## src/verilog/lds_regs.vh

```
`ifndef LDS_REGS_VH
`define LDS_REGS_VH

// Frame geometry.
`define LDS_WORD_BITS 16
`define LDS_ADDR_MSB 15
`define LDS_ADDR_LSB 12
`define LDS_CNT_BITS 4

// Control and status register addresses carried in the upper nibble of a frame.
`define LDS_ADDR_INIT 4'h0
`define LDS_ADDR_CH1 4'h1
`define LDS_ADDR_CH2 4'h2
`define LDS_ADDR_STATUS1 4'h1

// Control register reset values.
`define LDS_RST_INIT 16'h0001
`define LDS_RST_CH1 16'h1000
`define LDS_RST_CH2 16'h2000

// Field positions in the initialization register.
`define LDS_BIT_OUT_ADDR_LSB 0
`define LDS_BIT_READBACK 9
`define LDS_BIT_TOGGLE 11

// Field positions in status register 1.
`define LDS_BIT_WD_ERR 1
`define LDS_BIT_FRAME_ERR 5

// Timing: clock rate and supervision times.
`define LDS_CLK_MHZ 100
`define LDS_CS_TIMEOUT_US 1000
`define LDS_WD_TIMEOUT_US 50000
`define LDS_CS_TIMEOUT_CYC (`LDS_CS_TIMEOUT_US * `LDS_CLK_MHZ)
`define LDS_WD_TIMEOUT_CYC (`LDS_WD_TIMEOUT_US * `LDS_CLK_MHZ)

`endif

```

## src/verilog/lds_pin_sync.v

```verilog
`timescale 1ns/1ps
// Three-stage pin synchroniser; a new level is taken once stages two and three agree.
module lds_pin_sync #(
    parameter RESET_LEVEL = 1'b0
) (
    // Clock and reset
    input wire i_clk,
    input wire i_reset_n,
    // Pin and filtered level
    input wire i_pin,
    output reg o_level
);

    reg meta_reg;
    reg stage2_reg;
    reg stage3_reg;

    always @(posedge i_clk or negedge i_reset_n) begin
        if (!i_reset_n) begin
            meta_reg <= RESET_LEVEL;
            stage2_reg <= RESET_LEVEL;
            stage3_reg <= RESET_LEVEL;
            o_level <= RESET_LEVEL;
        end else begin
            meta_reg <= i_pin;
            stage2_reg <= meta_reg;
            stage3_reg <= stage2_reg;
            if (stage2_reg == stage3_reg) begin
                o_level <= stage3_reg;
            end
        end
    end

endmodule

```

## src/verilog/lds_spi_slave.v

```verilog
`timescale 1ns/1ps
`include "lds_regs.vh"

module lds_spi_slave #(
    parameter [31:0] CS_TIMEOUT_CYCLES = `LDS_CS_TIMEOUT_CYC,
    parameter [31:0] WD_TIMEOUT_CYCLES = `LDS_WD_TIMEOUT_CYC
) (
    // Clock and reset
    input wire i_clk,
    input wire i_reset_n,
    // Serial link pins
    input wire i_chip_select_n,
    input wire i_sck,
    input wire i_sdi,
    output reg o_sdo,
    output reg o_sdo_oe,
    // Control register contents
    output reg [15:0] o_initialization_control,
    output reg [15:0] o_channel_one_control,
    output reg [15:0] o_channel_two_control,
    // Supervision state
    output reg o_fail_mode,
    output reg o_frame_error_flag,
    output reg o_watchdog_timeout_error
);

    wire cs_n_level;
    wire sck_level;
    wire sdi_level;
    reg cs_n_prev_reg;
    reg sck_prev_reg;
    reg [15:0] shift_reg;
    reg [15:0] shift_next;
    reg [`LDS_CNT_BITS-1:0] bit_cnt_reg;
    reg any_clock_reg;
    reg seen_zero_reg;
    reg seen_one_reg;
    reg [31:0] cs_cnt_reg;
    reg cs_timeout_reg;
    reg [31:0] wd_cnt_reg;
    reg toggle_expect_reg;
    reg [3:0] last_addr_reg;
    wire cs_fall;
    wire cs_rise;
    wire sck_rise;
    wire sck_fall;
    wire count_bad;
    wire data_stuck;
    wire frame_valid;
    wire frame_error_set;
    wire wd_expired;
    wire [3:0] rx_addr;

    lds_pin_sync #(
        .RESET_LEVEL(1'b1)
    ) u_sync_cs (
        .i_clk(i_clk),
        .i_reset_n(i_reset_n),
        .i_pin(i_chip_select_n),
        .o_level(cs_n_level)
    );

    lds_pin_sync #(
        .RESET_LEVEL(1'b0)
    ) u_sync_sck (
        .i_clk(i_clk),
        .i_reset_n(i_reset_n),
        .i_pin(i_sck),
        .o_level(sck_level)
    );

    lds_pin_sync #(
        .RESET_LEVEL(1'b0)
    ) u_sync_sdi (
        .i_clk(i_clk),
        .i_reset_n(i_reset_n),
        .i_pin(i_sdi),
        .o_level(sdi_level)
    );

    // Selects the stored control word for an address; unknown addresses read as zero.
    function [15:0] lds_ctrl_word;
        input [3:0] addr;
        input [15:0] init_word;
        input [15:0] ch1_word;
        input [15:0] ch2_word;
        begin
            case (addr)
                `LDS_ADDR_INIT: lds_ctrl_word = init_word;
                `LDS_ADDR_CH1: lds_ctrl_word = ch1_word;
                `LDS_ADDR_CH2: lds_ctrl_word = ch2_word;
                default: lds_ctrl_word = 16'h0000;
            endcase
        end
    endfunction

    assign cs_fall = cs_n_prev_reg && !cs_n_level;
    assign cs_rise = !cs_n_prev_reg && cs_n_level;
    // Clock edges come from the synchronised level, so the link clock must stay well
    // below a quarter of the system clock rate or edges are lost.
    // edges only inside frame
    assign sck_rise = !cs_n_level && !cs_n_prev_reg && !sck_prev_reg && sck_level;
    assign sck_fall = !cs_n_level && !cs_n_prev_reg && sck_prev_reg && !sck_level;

    assign count_bad = (bit_cnt_reg != 4'h0);
    assign data_stuck = any_clock_reg && !(seen_zero_reg && seen_one_reg);
    assign frame_valid = cs_rise && any_clock_reg && !count_bad && !data_stuck && !cs_timeout_reg;
    assign frame_error_set = cs_rise && any_clock_reg && (count_bad || data_stuck);
    assign wd_expired = (wd_cnt_reg == WD_TIMEOUT_CYCLES - 32'h0000_0001);
    assign rx_addr = shift_reg[`LDS_ADDR_MSB:`LDS_ADDR_LSB];

    // The shift register keeps serving as the status load target, the receive
    // register and the daisy-chain delay line, so passed-through words lag 16 clocks.
    always @* begin
        shift_next = shift_reg;
        if (cs_fall) begin
            if (o_initialization_control[`LDS_BIT_READBACK]) begin
                shift_next = lds_ctrl_word(last_addr_reg, o_initialization_control,
                    o_channel_one_control, o_channel_two_control);
            end else begin
                shift_next = {`LDS_ADDR_STATUS1, 12'h000};
                shift_next[`LDS_BIT_FRAME_ERR] = o_frame_error_flag;
                shift_next[`LDS_BIT_WD_ERR] = o_watchdog_timeout_error;
            end
        end else if (sck_fall) begin
            shift_next = {shift_reg[14:0], sdi_level};
        end
    end

    always @(posedge i_clk or negedge i_reset_n) begin
        if (!i_reset_n) begin
            cs_n_prev_reg <= 1'b1;
            sck_prev_reg <= 1'b0;
            shift_reg <= 16'h0000;
        end else begin
            cs_n_prev_reg <= cs_n_level;
            sck_prev_reg <= sck_level;
            shift_reg <= shift_next;
        end
    end

    // Frame bookkeeping: clock count, data content and select-low time.
    always @(posedge i_clk or negedge i_reset_n) begin
        if (!i_reset_n) begin
            bit_cnt_reg <= 4'h0;
            any_clock_reg <= 1'b0;
            seen_zero_reg <= 1'b0;
            seen_one_reg <= 1'b0;
            cs_cnt_reg <= 32'h0000_0000;
            cs_timeout_reg <= 1'b0;
        end else if (cs_fall) begin
            bit_cnt_reg <= 4'h0;
            any_clock_reg <= 1'b0;
            seen_zero_reg <= 1'b0;
            seen_one_reg <= 1'b0;
            cs_cnt_reg <= 32'h0000_0000;
            cs_timeout_reg <= 1'b0;
        end else begin
            if (sck_fall) begin
                bit_cnt_reg <= bit_cnt_reg + 4'h1;
                any_clock_reg <= 1'b1;
                if (sdi_level) begin
                    seen_one_reg <= 1'b1;
                end else begin
                    seen_zero_reg <= 1'b1;
                end
            end
            if (!cs_n_level && !cs_timeout_reg) begin
                if (cs_cnt_reg == CS_TIMEOUT_CYCLES - 32'h0000_0001) begin
                    cs_timeout_reg <= 1'b1;
                end else begin
                    cs_cnt_reg <= cs_cnt_reg + 32'h0000_0001;
                end
            end
        end
    end

    // SDO is driven only while selected; a stuck-low select releases the shared line.
    // Each new bit appears about five system clocks after the clock pin rises, so a
    // master must read late in the clock period; this is the price of pin oversampling.
    always @(posedge i_clk or negedge i_reset_n) begin
        if (!i_reset_n) begin
            o_sdo <= 1'b0;
            o_sdo_oe <= 1'b0;
        end else begin
            if (cs_fall) begin
                // A timeout flag left from the previous frame must not delay the enable.
                o_sdo_oe <= 1'b1;
            end else begin
                o_sdo_oe <= !cs_n_level && !cs_timeout_reg;
            end
            if (cs_fall) begin
                o_sdo <= shift_next[15];
            end else if (sck_rise) begin
                o_sdo <= shift_reg[15];
            end
        end
    end

    // Control registers, written only at the close of a clean frame.
    always @(posedge i_clk or negedge i_reset_n) begin
        if (!i_reset_n) begin
            o_initialization_control <= `LDS_RST_INIT;
            o_channel_one_control <= `LDS_RST_CH1;
            o_channel_two_control <= `LDS_RST_CH2;
            last_addr_reg <= `LDS_ADDR_INIT;
        end else if (frame_valid) begin
            last_addr_reg <= rx_addr;
            case (rx_addr)
                `LDS_ADDR_INIT: o_initialization_control <= shift_reg;
                `LDS_ADDR_CH1: o_channel_one_control <= shift_reg;
                `LDS_ADDR_CH2: o_channel_two_control <= shift_reg;
                default: last_addr_reg <= rx_addr;
            endcase
        end
    end

    // The toggle is checked on initialization writes only; a wrong toggle value
    // is not counted as a refresh, so the timer keeps running toward the error.
    always @(posedge i_clk or negedge i_reset_n) begin
        if (!i_reset_n) begin
            wd_cnt_reg <= 32'h0000_0000;
            toggle_expect_reg <= 1'b0;
        end else begin
            if (frame_valid && rx_addr == `LDS_ADDR_INIT
                    && shift_reg[`LDS_BIT_TOGGLE] == toggle_expect_reg) begin
                wd_cnt_reg <= 32'h0000_0000;
                toggle_expect_reg <= !toggle_expect_reg;
            end else if (wd_expired) begin
                wd_cnt_reg <= 32'h0000_0000;
            end else begin
                wd_cnt_reg <= wd_cnt_reg + 32'h0000_0001;
            end
        end
    end

    // Error flags clear when shipped out as status; a new error in that cycle wins.
    always @(posedge i_clk or negedge i_reset_n) begin
        if (!i_reset_n) begin
            o_frame_error_flag <= 1'b0;
            o_watchdog_timeout_error <= 1'b0;
            o_fail_mode <= 1'b0;
        end else begin
            if (frame_error_set) begin
                o_frame_error_flag <= 1'b1;
            end else if (cs_fall && !o_initialization_control[`LDS_BIT_READBACK]) begin
                o_frame_error_flag <= 1'b0;
            end
            if (wd_expired) begin
                o_watchdog_timeout_error <= 1'b1;
            end else if (cs_fall && !o_initialization_control[`LDS_BIT_READBACK]) begin
                o_watchdog_timeout_error <= 1'b0;
            end
            if (frame_error_set || wd_expired) begin
                o_fail_mode <= 1'b1;
            end else if (!o_frame_error_flag && !o_watchdog_timeout_error) begin
                o_fail_mode <= 1'b0;
            end
        end
    end

endmodule

```

## config.mk

```make
export PLATFORM = sky130hd
export DESIGN_NAME = lds_spi_slave
export DESIGN_NICKNAME = d
export VERILOG_FILES = /design/src/verilog/lds_pin_sync.v /design/src/verilog/lds_spi_slave.v
export VERILOG_INCLUDE_DIRS = /design/src /design/src/verilog
export SDC_FILE = /design/constraint.sdc
export NUM_CORES = 1
export LEC_CHECK = 0
export ABC_AREA = 1
export BUFFER_PORTS_ARGS = -buffer_cell sky130_fd_sc_hd__buf_4
export CAP_MARGIN = 20
export CORE_ASPECT_RATIO = 0.5
export CORE_MARGIN = 10
export CORE_UTILIZATION = 55
export DETAILED_ROUTE_END_ITERATION = 10
export PLACE_DENSITY = 0.77
export SETUP_SLACK_MARGIN = 0.5
export SLEW_MARGIN = 0
export SYNTH_ARGS = -nofsm -noshare
export SYNTH_HDL_FRONTEND = slang
export SYNTH_SLANG_ARGS = --single-unit
```

## constraint.sdc

```tcl
create_clock -name i_clk -period 1.65 [get_ports i_clk]
set_clock_uncertainty 0.1 [all_clocks]
set_input_delay 0.33 -clock i_clk [delete_from_list [all_inputs] [get_ports i_clk]]
set_output_delay 0.33 -clock i_clk [all_outputs]
set_load 0.1 [all_outputs]
```

==> results.txt, run 1 <==
The run stopped with a tool error. The last stage reached is global routing (5_1_grt). The first error in the log reads "[ERROR GRT-0232] Routing congestion too high. Check the congestion heatmap in the GUI". The effective utilization at floorplan came out at 57.0%. The overall fraction of global-route tracks in use came out at 69.2%. The post-DP HPWL came out at 16.6 mm. The number of synthesis warnings is 0. The synthesized design devotes to its leading area cell type 45.5% of total area. After synthesis, the cell types taking the most area are dfrtp_1 (45%), nand2_1 (16%), nor2_1 (7.3%), nand3_1 (5.3%), inv_1 (5.3%). The number of distinct library cell variants in the gate-level netlist after synthesis came out at 38. The register bit count reported by yosys came out at 160. Counting the buffers created by CTS gives 17. The worst setup timing slack at the placement stage is -0.155 ns. The post-synthesis instance area is 8360 um2. The maximum number of pins on one net before global-route repair came out at 67. The async set or reset register ratio after synthesis is 100%.

After the last repair the worst path ends at a sequential cell input. The I/O pin count is 58. Global routing finished with a remaining overflow of 8. The number of instances in the placed design came out at 1415. The number of synthesized flops with an enable pin is 0.

The number of port buffers came out at 57. By count the netlist is led by nand2_1 (347), nor2_1 (162), dfrtp_1 (152), inv_1 (117), nand3_1 (89). The number of clock sinks seen by CTS is 160. The most used flip-flop cell after synthesis is dfrtp_1.

The post-synthesis average cell area is 7.57 um2. From left edge to right edge, the die measures 194 um. Routability-driven placement finished with a final weighted congestion of 0.965. The H-tree was split into 4 levels. The net count of the mapped netlist is 1113.

The leading area contributor after synthesis is dfrtp_1. The maximum buffer depth of the clock tree came out at 2. The number of antenna violations at the first check in global routing came out at 9.

Once global-route timing repair stopped, the endpoint with the least setup slack was o_channel_one_control[0]$_DFFE_PN0P_/D. The root buffer cell is clkbuf_16. The count of standard-cell rows is 31. By instance count, the leading cell after synthesis is nand2_1. After technology mapping, the gate count stands at 1104.

The die outline height came out at 107 um. Of the synthesized area, sequential elements account for 48.0%.
==> per-stage QoR <==
| stage | instance area, um2 | setup TNS, ns | util [%] |
|---|---|---|---|
| floorplan | 8730 | -0.775 | - |
| CTS | 12500 | -11.10 | 85.0 |
| global placement | 9890 | -2.40 | 67.4 |
| detailed placement | 9890 | -6.87 | 67.4 |
==> cells by family after synthesis <==
group	share of synthesized area (%)
buffers and inverters	7.95
DFF	48.0
and+or+nand+nor	32.1
adders and majority gates	0.958
xor gates and xnor gates	2.30
AOI/OAI and AO/OA	8.65
==> repair_timing <==
item	4_1_cts
cloned	15
endpoints found under the hold margin	155
pin swaps	42
endpoints found under the setup margin	199
resized for setup	307
buffers inserted	54
hold buffers	4
==> metal layers <==
layer	GRT overflow	GRT usage, %
met2	4	78.4
met4	4	66.1
met1	0	65.9
met5	0	44.0
met3	0	67.8
==> run 2, diff against run 1 <==
CORE_ASPECT_RATIO = not set   (was 0.5)
CORE_UTILIZATION = 40   (was 55)
PLACE_DENSITY = not set   (was 0.77)
PLACE_DENSITY_LB_ADDON = 0.15   (was not set)
SETUP_SLACK_MARGIN = not set   (was 0.5)
clock period = 2.15 ns   (was 1.65 ns; I/O delays follow)
==> run 2 against run 1 <==
The run now ends clean; synthesized cell count did not move; synthesized area unchanged.
==> results.txt, run 2 <==
The flow ran to the end, and the final reports show no timing, DRC or antenna violations. The count of standard-cell rows is 52. The worst hold margin came out at 0.255 ns. The number of nets in the synthesized netlist is 1113.

The die covers 27100 um2. Summing all flip-flop and latch instances after layout gives 4010 um2. The worst-case IR drop observed on VDD is 0.000514 V.

The gate count of the mapped netlist came out at 1104. The net total in the final layout is 1188. Summed over all failing endpoints, the final setup total negative slack is 0 ns. The number of hold violations in the final report came out at 0. The type of element launching the critical path is a register. The logic depth of the worst register-to-register path is 9. The cell depth of the worst min-delay path is 0. The post-DP HPWL came out at 15.8 mm. In the final layout, the share of cells above drive strength 1 is 13.9%.

Dividing total power by cell area gives a power density of 949 nW/um2. Counting flops and latches in the post-synthesis netlist gives 160. The first global-routing pass estimated 36.6 mm of wire.

The most common library cell in the layout ignoring fill and taps is nand2_1. By startpoint and endpoint, the worst setup path is classified as reg -> reg. The post-route antenna net violation count came out at 0. The worst hold path terminates at u_sync_sdi.stage2_reg$_DFF_PN0_.

The floorplan core area came out at 20400 um2. The finished cells cover 9740 um2. The die outline height came out at 165 um. The endpoint required time on the critical path is 2.35 ns. The shortest period the worst path allows is 1.91 ns. The endpoint of the most critical register-to-register path is o_initialization_control[1]$_DFFE_PN0P_.

The start point of the worst min-delay path is u_sync_sdi.meta_reg$_DFF_PN0_. In this run, synthesis inferred 0 flip-flops with an integrated enable. The worst-case headroom to the max-slew limit came out at 62.0%. The instance area at placement came out at 9120 um2. The overall fraction of global-route tracks in use is 16.8%. After layout, the worst path uses 88.8% of the clock period. The post-synthesis instance area came out at 8360 um2.

The minimum setup slack in the final design is 0.242 ns. The die outline width came out at 165 um. The sequential share of the synthesized area is 48.0%. The data arrival time of the critical path came out at 2.11 ns. The number of antenna violations at the first check in global routing is 0. The effective utilization at floorplan is 40.9%. The async set or reset register ratio after synthesis came out at 100%. The tool flagged a number of max-cap violations equal to 0. Ranked by total cell area, the synthesized netlist is headed by dfrtp_1 (45%), nand2_1 (16%), nor2_1 (7.3%), nand3_1 (5.3%), inv_1 (5.3%). In this run the post-CTS setup repair buffer count came out at 0.

Counting the fill cells in the layout gives 2079. The number of synthesis warnings came out at 0. During I/O placement, the number of pins put on the boundary was 58.

The top cell type's share of synthesized area is 45.5%. The routed via count came out at 7205. Summing all multi-input logic gate instances after layout gives 3690 um2. The area growth from synthesis to layout came out at 16.5%. In the layout the commonest cells are nand2_1 (347), nor2_1 (161), dfrtp_1 (152). The count of inserted antenna diode cells came out at 0. By count the netlist is led by nand2_1 (347), nor2_1 (162), dfrtp_1 (152), inv_1 (117), nand3_1 (89). Prior to clock tree synthesis, the placed netlist has a worst setup slack of 0.222 ns.

Setup repair after global routing left no endpoint under its margin. The post-synthesis average cell area is 7.57 um2. The maximum buffer depth of the clock tree is 2. The DRC marker count from the first detailed-route iteration is 537. STA classifies the critical path endpoint as a register. The biggest area contributor in the post-synthesis netlist is dfrtp_1.

The largest fanout on the critical path came out at 24. In this run the critical register-to-register path is launched from bit_cnt_reg[0]$_DFFE_PN0P_. The dominant synthesized flop cell is dfrtp_1. The total congestion overflow is 0. The global placer's final weighted congestion is 0.894.

The number of H-tree branching levels came out at 4. The number of port buffers is 57. The highest achievable clock rate is 524 MHz. The maximum number of pins on one net before global-route repair came out at 51.

The number of buffers inserted during clock tree synthesis came out at 17. The worst hold path belongs to the class reg -> reg. The flop-to-flop setup slack is 0.24 ns. The final max-slew violation count is 0. In the final routed layout, each cell accounts on average for 14.7 um.

The root buffer cell is clkbuf_16. The most common cell in the synthesized netlist is nand2_1. The clock input transition at the sequential cells of the worst setup and hold paths came out at 0.07 ns.

At the pin with the least slew margin, the transition time is 0.570 ns. The number of iterations in the first detailed-routing pass came out at 6. The number of distinct library cell variants in the gate-level netlist after synthesis came out at 38. The via count of the first global-routing pass came out at 7047. The detailed-route DRC error count is 0. The clock latency reported for the late side of the worst-skew pair is 0.43 ns.

The setup-violating endpoint count in the final report came out at 0. TritonCTS built the clock tree. The number of clock sinks seen by CTS is 160. The leakage power is 4.44 nW.

The total wire length is 21.6 mm. The post-detailed-route via-to-cell ratio came out at 4.93.
==> run 2: cell counts after synthesis <==
Identical to the previous run, type by type.
==> run 2: through the flow <==
step	utilization, %	power (mW)	instances
after global placement	44.6	6.27	1426
after CTS	47.7	9.35	1462
final	47.7	9.25	1462
after floorplan	-	5.57	1104
after global routing	47.7	9.74	1462
after detailed placement	44.6	6.29	1426
==> run 2: logic make-up (layout without fill, tap and decap cells) <==
group	count (synthesis)	in the layout	synth area share (%)
fa+ha+maj	7	7	0.958
flops	160	160	48.0
xor+xnor	22	22	2.30
compound gates	119	119	8.65
simple gates	647	647	32.1
buf+inv	149	237	7.95
==> run 2: how the worst max path moves through the flow <==
stage / from / end
after floorplan: cs_cnt_reg[0]$_DFFE_PN0P_ / cs_cnt_reg[7]$_DFFE_PN0P_
after global placement: u_sync_cs.o_level$_DFFE_PN1N_ / wd_cnt_reg[15]$_DFF_PN0_
after detailed placement: bit_cnt_reg[1]$_DFFE_PN0P_ / wd_cnt_reg[25]$_DFF_PN0_
after CTS: u_sync_cs.o_level$_DFFE_PN1N_ / wd_cnt_reg[28]$_DFF_PN0_
after global routing: wd_cnt_reg[0]$_DFF_PN0_ / wd_cnt_reg[0]$_DFF_PN0_
final: bit_cnt_reg[0]$_DFFE_PN0P_ / o_initialization_control[1]$_DFFE_PN0P_
==> run 2: cell type report <==
class	instances	area share, %
flip-flops and latches	160	41.2
multi-input cells	795	37.8
repair buffers	84	6.87
inverters	121	4.66
clock buffers	19	4.65
well taps	270	3.47
clock inverters	13	1.32
==> run 2: power by group <==
group / internal (mW) / switching, mW / leakage, nW
registers: 3.37 / 0.300 / 2.14
clock network: 1.68 / 1.34 / 0.280
logic: 0.639 / 1.92 / 2.02
total: 5.69 / 3.56 / 4.44
==> run 2: what timing repair did <==
item | in CTS | in global routing
hold buffers | 4 | 0
endpoints found under the hold margin | 44 | 0
gates resized for setup | 0 | 1
setup endpoints to repair | 0 | 1
==> run 2: per-layer routing <==
layer	vias up	GRT usage, %	routed length, um
met5	-	0	0
met4	0	4.67	360
met3	26	3.41	1030
met2	153	26.2	9830
met1	3377	23.1	10300
li1	3649	-	-
==> run 2: critical path, cell delays in order (launching register included) <==
cell and delay, ns:
dfrtp_1 0.39, inv_1 0.08, ha_1 0.14, nand3_1 0.12, nor2_2 0.15, nand3_4 0.13, nor2_4 0.18, inv_2 0.26
nand2_1 0.15, o21ai_2 0.06
(Power assumes the default switching activity.)
==> run 3, diff against run 2 <==
CAP_MARGIN = 0   (was 20)
CORE_UTILIZATION = 51   (was 40)
==> run 3 against run 2 <==
Maximum frequency decreased by 0.99%; utilization increased by 13 points; sequential power about the same; die area decreased by 19%; clock power increased by 1%; cell count decreased by 3.8%; flip-flop and latch count unchanged; via count increased by 0.50%; routed wire length decreased by 3.6%; combinational power about the same; critical path type unchanged; largest cell class unchanged.
==> results.txt, run 3 (synthesized netlist as in run 2, its figures left out) <==
The worst setup path is launched from a register. The wire length of the first global-routing pass came out at 35.0 mm. The total wire length came out at 20.8 mm. The floorplan die area came out at 21900 um2. The post-detailed-route via-to-cell ratio is 5.15. The post-DP HPWL is 15.2 mm.

The run finished with clean final reports. In the routed design, unresolved DRC markers number 0. The maximum number of pins on one net before global-route repair is 51. The shortest period the worst path allows came out at 1.93 ns. The worst-case headroom to the max-slew limit came out at 63.7%. The total of max-cap violations is 0.

At the end of routability-driven placement, the weighted congestion stood at 0.963. The clock share of power came out at 32.9%. Once the clock tree was built, the setup fixing pass inserted 0 buffers.

The routed layout has 7241 vias. TritonCTS built the clock tree. The via count of the first global-routing pass is 6818. The final sum of negative setup slack is 0 ns. In the final design database the tool counted 1187 nets. The wire length per cell after detailed routing is 14.8 um. Relative to the synthesized area, the layout overhead comes to 16.3%. The final max-slew violation count is 0. The DRC marker count from the first detailed-route iteration is 607.

The number of clock sinks seen by CTS came out at 160. The clock latency reported for the late side of the worst-skew pair came out at 0.44 ns. The maximum vdd drop is 0.000832 V.

The count of standard-cell rows came out at 46. The internal power is 5.58 mW. The clock input transition at the sequential cells of the worst setup and hold paths is 0.08 ns.

The root buffer cell is clkbuf_16. The top cell types in the final layout, fill and taps aside, are nand2_1 (346), nor2_1 (162), dfrtp_1 (152). The fraction of final layout cells with drive strength greater than 1 is 13.9%. The first detailed-routing pass ran for 5 iterations. The total congestion overflow is 0. Sequential cells account for 39.7% of the total power. The die is 148 um tall. The final core utilization came out at 60.8%.

The switching part of the total power is 39.9%. The die outline width is 148 um. The net switching power came out at 3.71 mW.

The critical path endpoint category is a register. The number of H-tree branching levels came out at 4. The leakage power is 4.45 nW. The power per standard cell area is 955 nW/um2. The maximum buffer depth of the clock tree came out at 2. Setup repair after global routing left no endpoint under its margin. The count of inserted antenna diode cells is 0. Setup violations remaining at the end of the flow were counted as 0. The data arrival time of the critical path came out at 2.14 ns. The number of antenna violations at the first check in global routing came out at 0. The endpoint required time on the critical path came out at 2.37 ns. The power share of the combinational group came out at 27.4%. Of all nets on the critical path, the largest fanout is 4. The number of hold violations in the final report came to 0. The highest achievable clock rate came out at 519 MHz. The number of buffers inserted during clock tree synthesis came out at 17. The floorplan step defined a core boundary enclosing 16000 um2. The share of the clock period used by the worst path came out at 89.7%. The I/O pin count is 58. For the pin with the worst max-slew slack, the measured transition is 0.543 ns. Port buffering added 57 buffers. Leaving out fill and tap cells, the most frequent cell in the layout is nand2_1. In this run the remaining antenna-violating nets after routing total 0.

The class of the tightest hold or removal check is reg -> reg. The critical path in this run is classified as reg -> reg. Across every metal layer, demand over resource in global routing totals 19.6%. The effective utilization at floorplan is 52.3%.
## run 3: worst max-delay path, cell delays in order, from the launching register on
cell	delay, ns
dfrtp_1	0.38
ha_1	0.20
nand2_1	0.08
nor2_1	0.15
nand2_1	0.17
nor2_1	0.35
nand3_1	0.14
xor2_1	0.17
nor2_1	0.06
## run 3: path summary, 6_finish.rpt
check	from	endpoint	slack, ns	cells after the start
max	wd_cnt_reg[0]$_DFF_PN0_	wd_cnt_reg[18]$_DFF_PN0_	0.22	8
min	u_sync_sck.meta_reg$_DFF_PN0_	u_sync_sck.stage2_reg$_DFF_PN0_	0.26	0
max reg2reg	wd_cnt_reg[0]$_DFF_PN0_	wd_cnt_reg[18]$_DFF_PN0_	0.22	8
min reg2reg	u_sync_sck.meta_reg$_DFF_PN0_	u_sync_sck.stage2_reg$_DFF_PN0_	0.26	0
max in group asynchronous	i_reset_n	u_sync_cs.o_level$_DFFE_PN1N_	0.91	3
min in group asynchronous	i_reset_n	o_channel_one_control[8]$_DFFE_PN0P_	0.38	2
## run 3: timing repair
item / CTS / global route
endpoints found under the setup margin: 0 / 5
hold buffers: 4 / 0
gates resized for setup: 0 / 2
endpoints found under the hold margin: 36 / 0
## run 3: routing by layer
metal | track usage (%) | up-vias | wire (um)
met1 | 26.5 | 3400 | 9750
met2 | 31.0 | 170 | 9610
met4 | 5.75 | 0 | 327
met5 | 0 | - | 0
met3 | 3.91 | 29 | 1090
li1 | - | 3642 | -
## run 3: cell type report
class	instances	area, um2
Fill cell	1440	6270
Tap cell	216	270
Multi-Input combinational cell	795	3690
Timing Repair Buffer	83	687
Clock buffer	17	425
Clock inverter	15	188
Inverter	121	455
Sequential cell	160	4010
## run 3: power by group through the flow
stage	Clock, mW	Combinational [mW]	Sequential (mW)
floorplan	0	0.969	4.60
global placement	0	2.52	3.73
detailed placement	0	2.55	3.74
CTS	3.10	2.57	3.68
global route	3.23	2.77	3.74
finish	3.06	2.55	3.69
## run 3: per-stage QoR
| step | instance area (um2) | power [mW] | setup slack (ns) | hold WS, ns | instances |
|---|---|---|---|---|---|
| after detailed placement | 9070 | 6.29 | 0.206 | 0.240 | 1371 |
| after global routing | 9730 | 9.74 | 0.0319 | 0.263 | 1407 |
| after floorplan | 8360 | 5.57 | 0.406 | 0.0344 | 1104 |
| after CTS | 9720 | 9.36 | 0.206 | 0.259 | 1407 |
| after global placement | 9070 | 6.25 | 0.243 | 0.232 | 1371 |
| final | 9730 | 9.29 | 0.222 | 0.256 | 1407 |
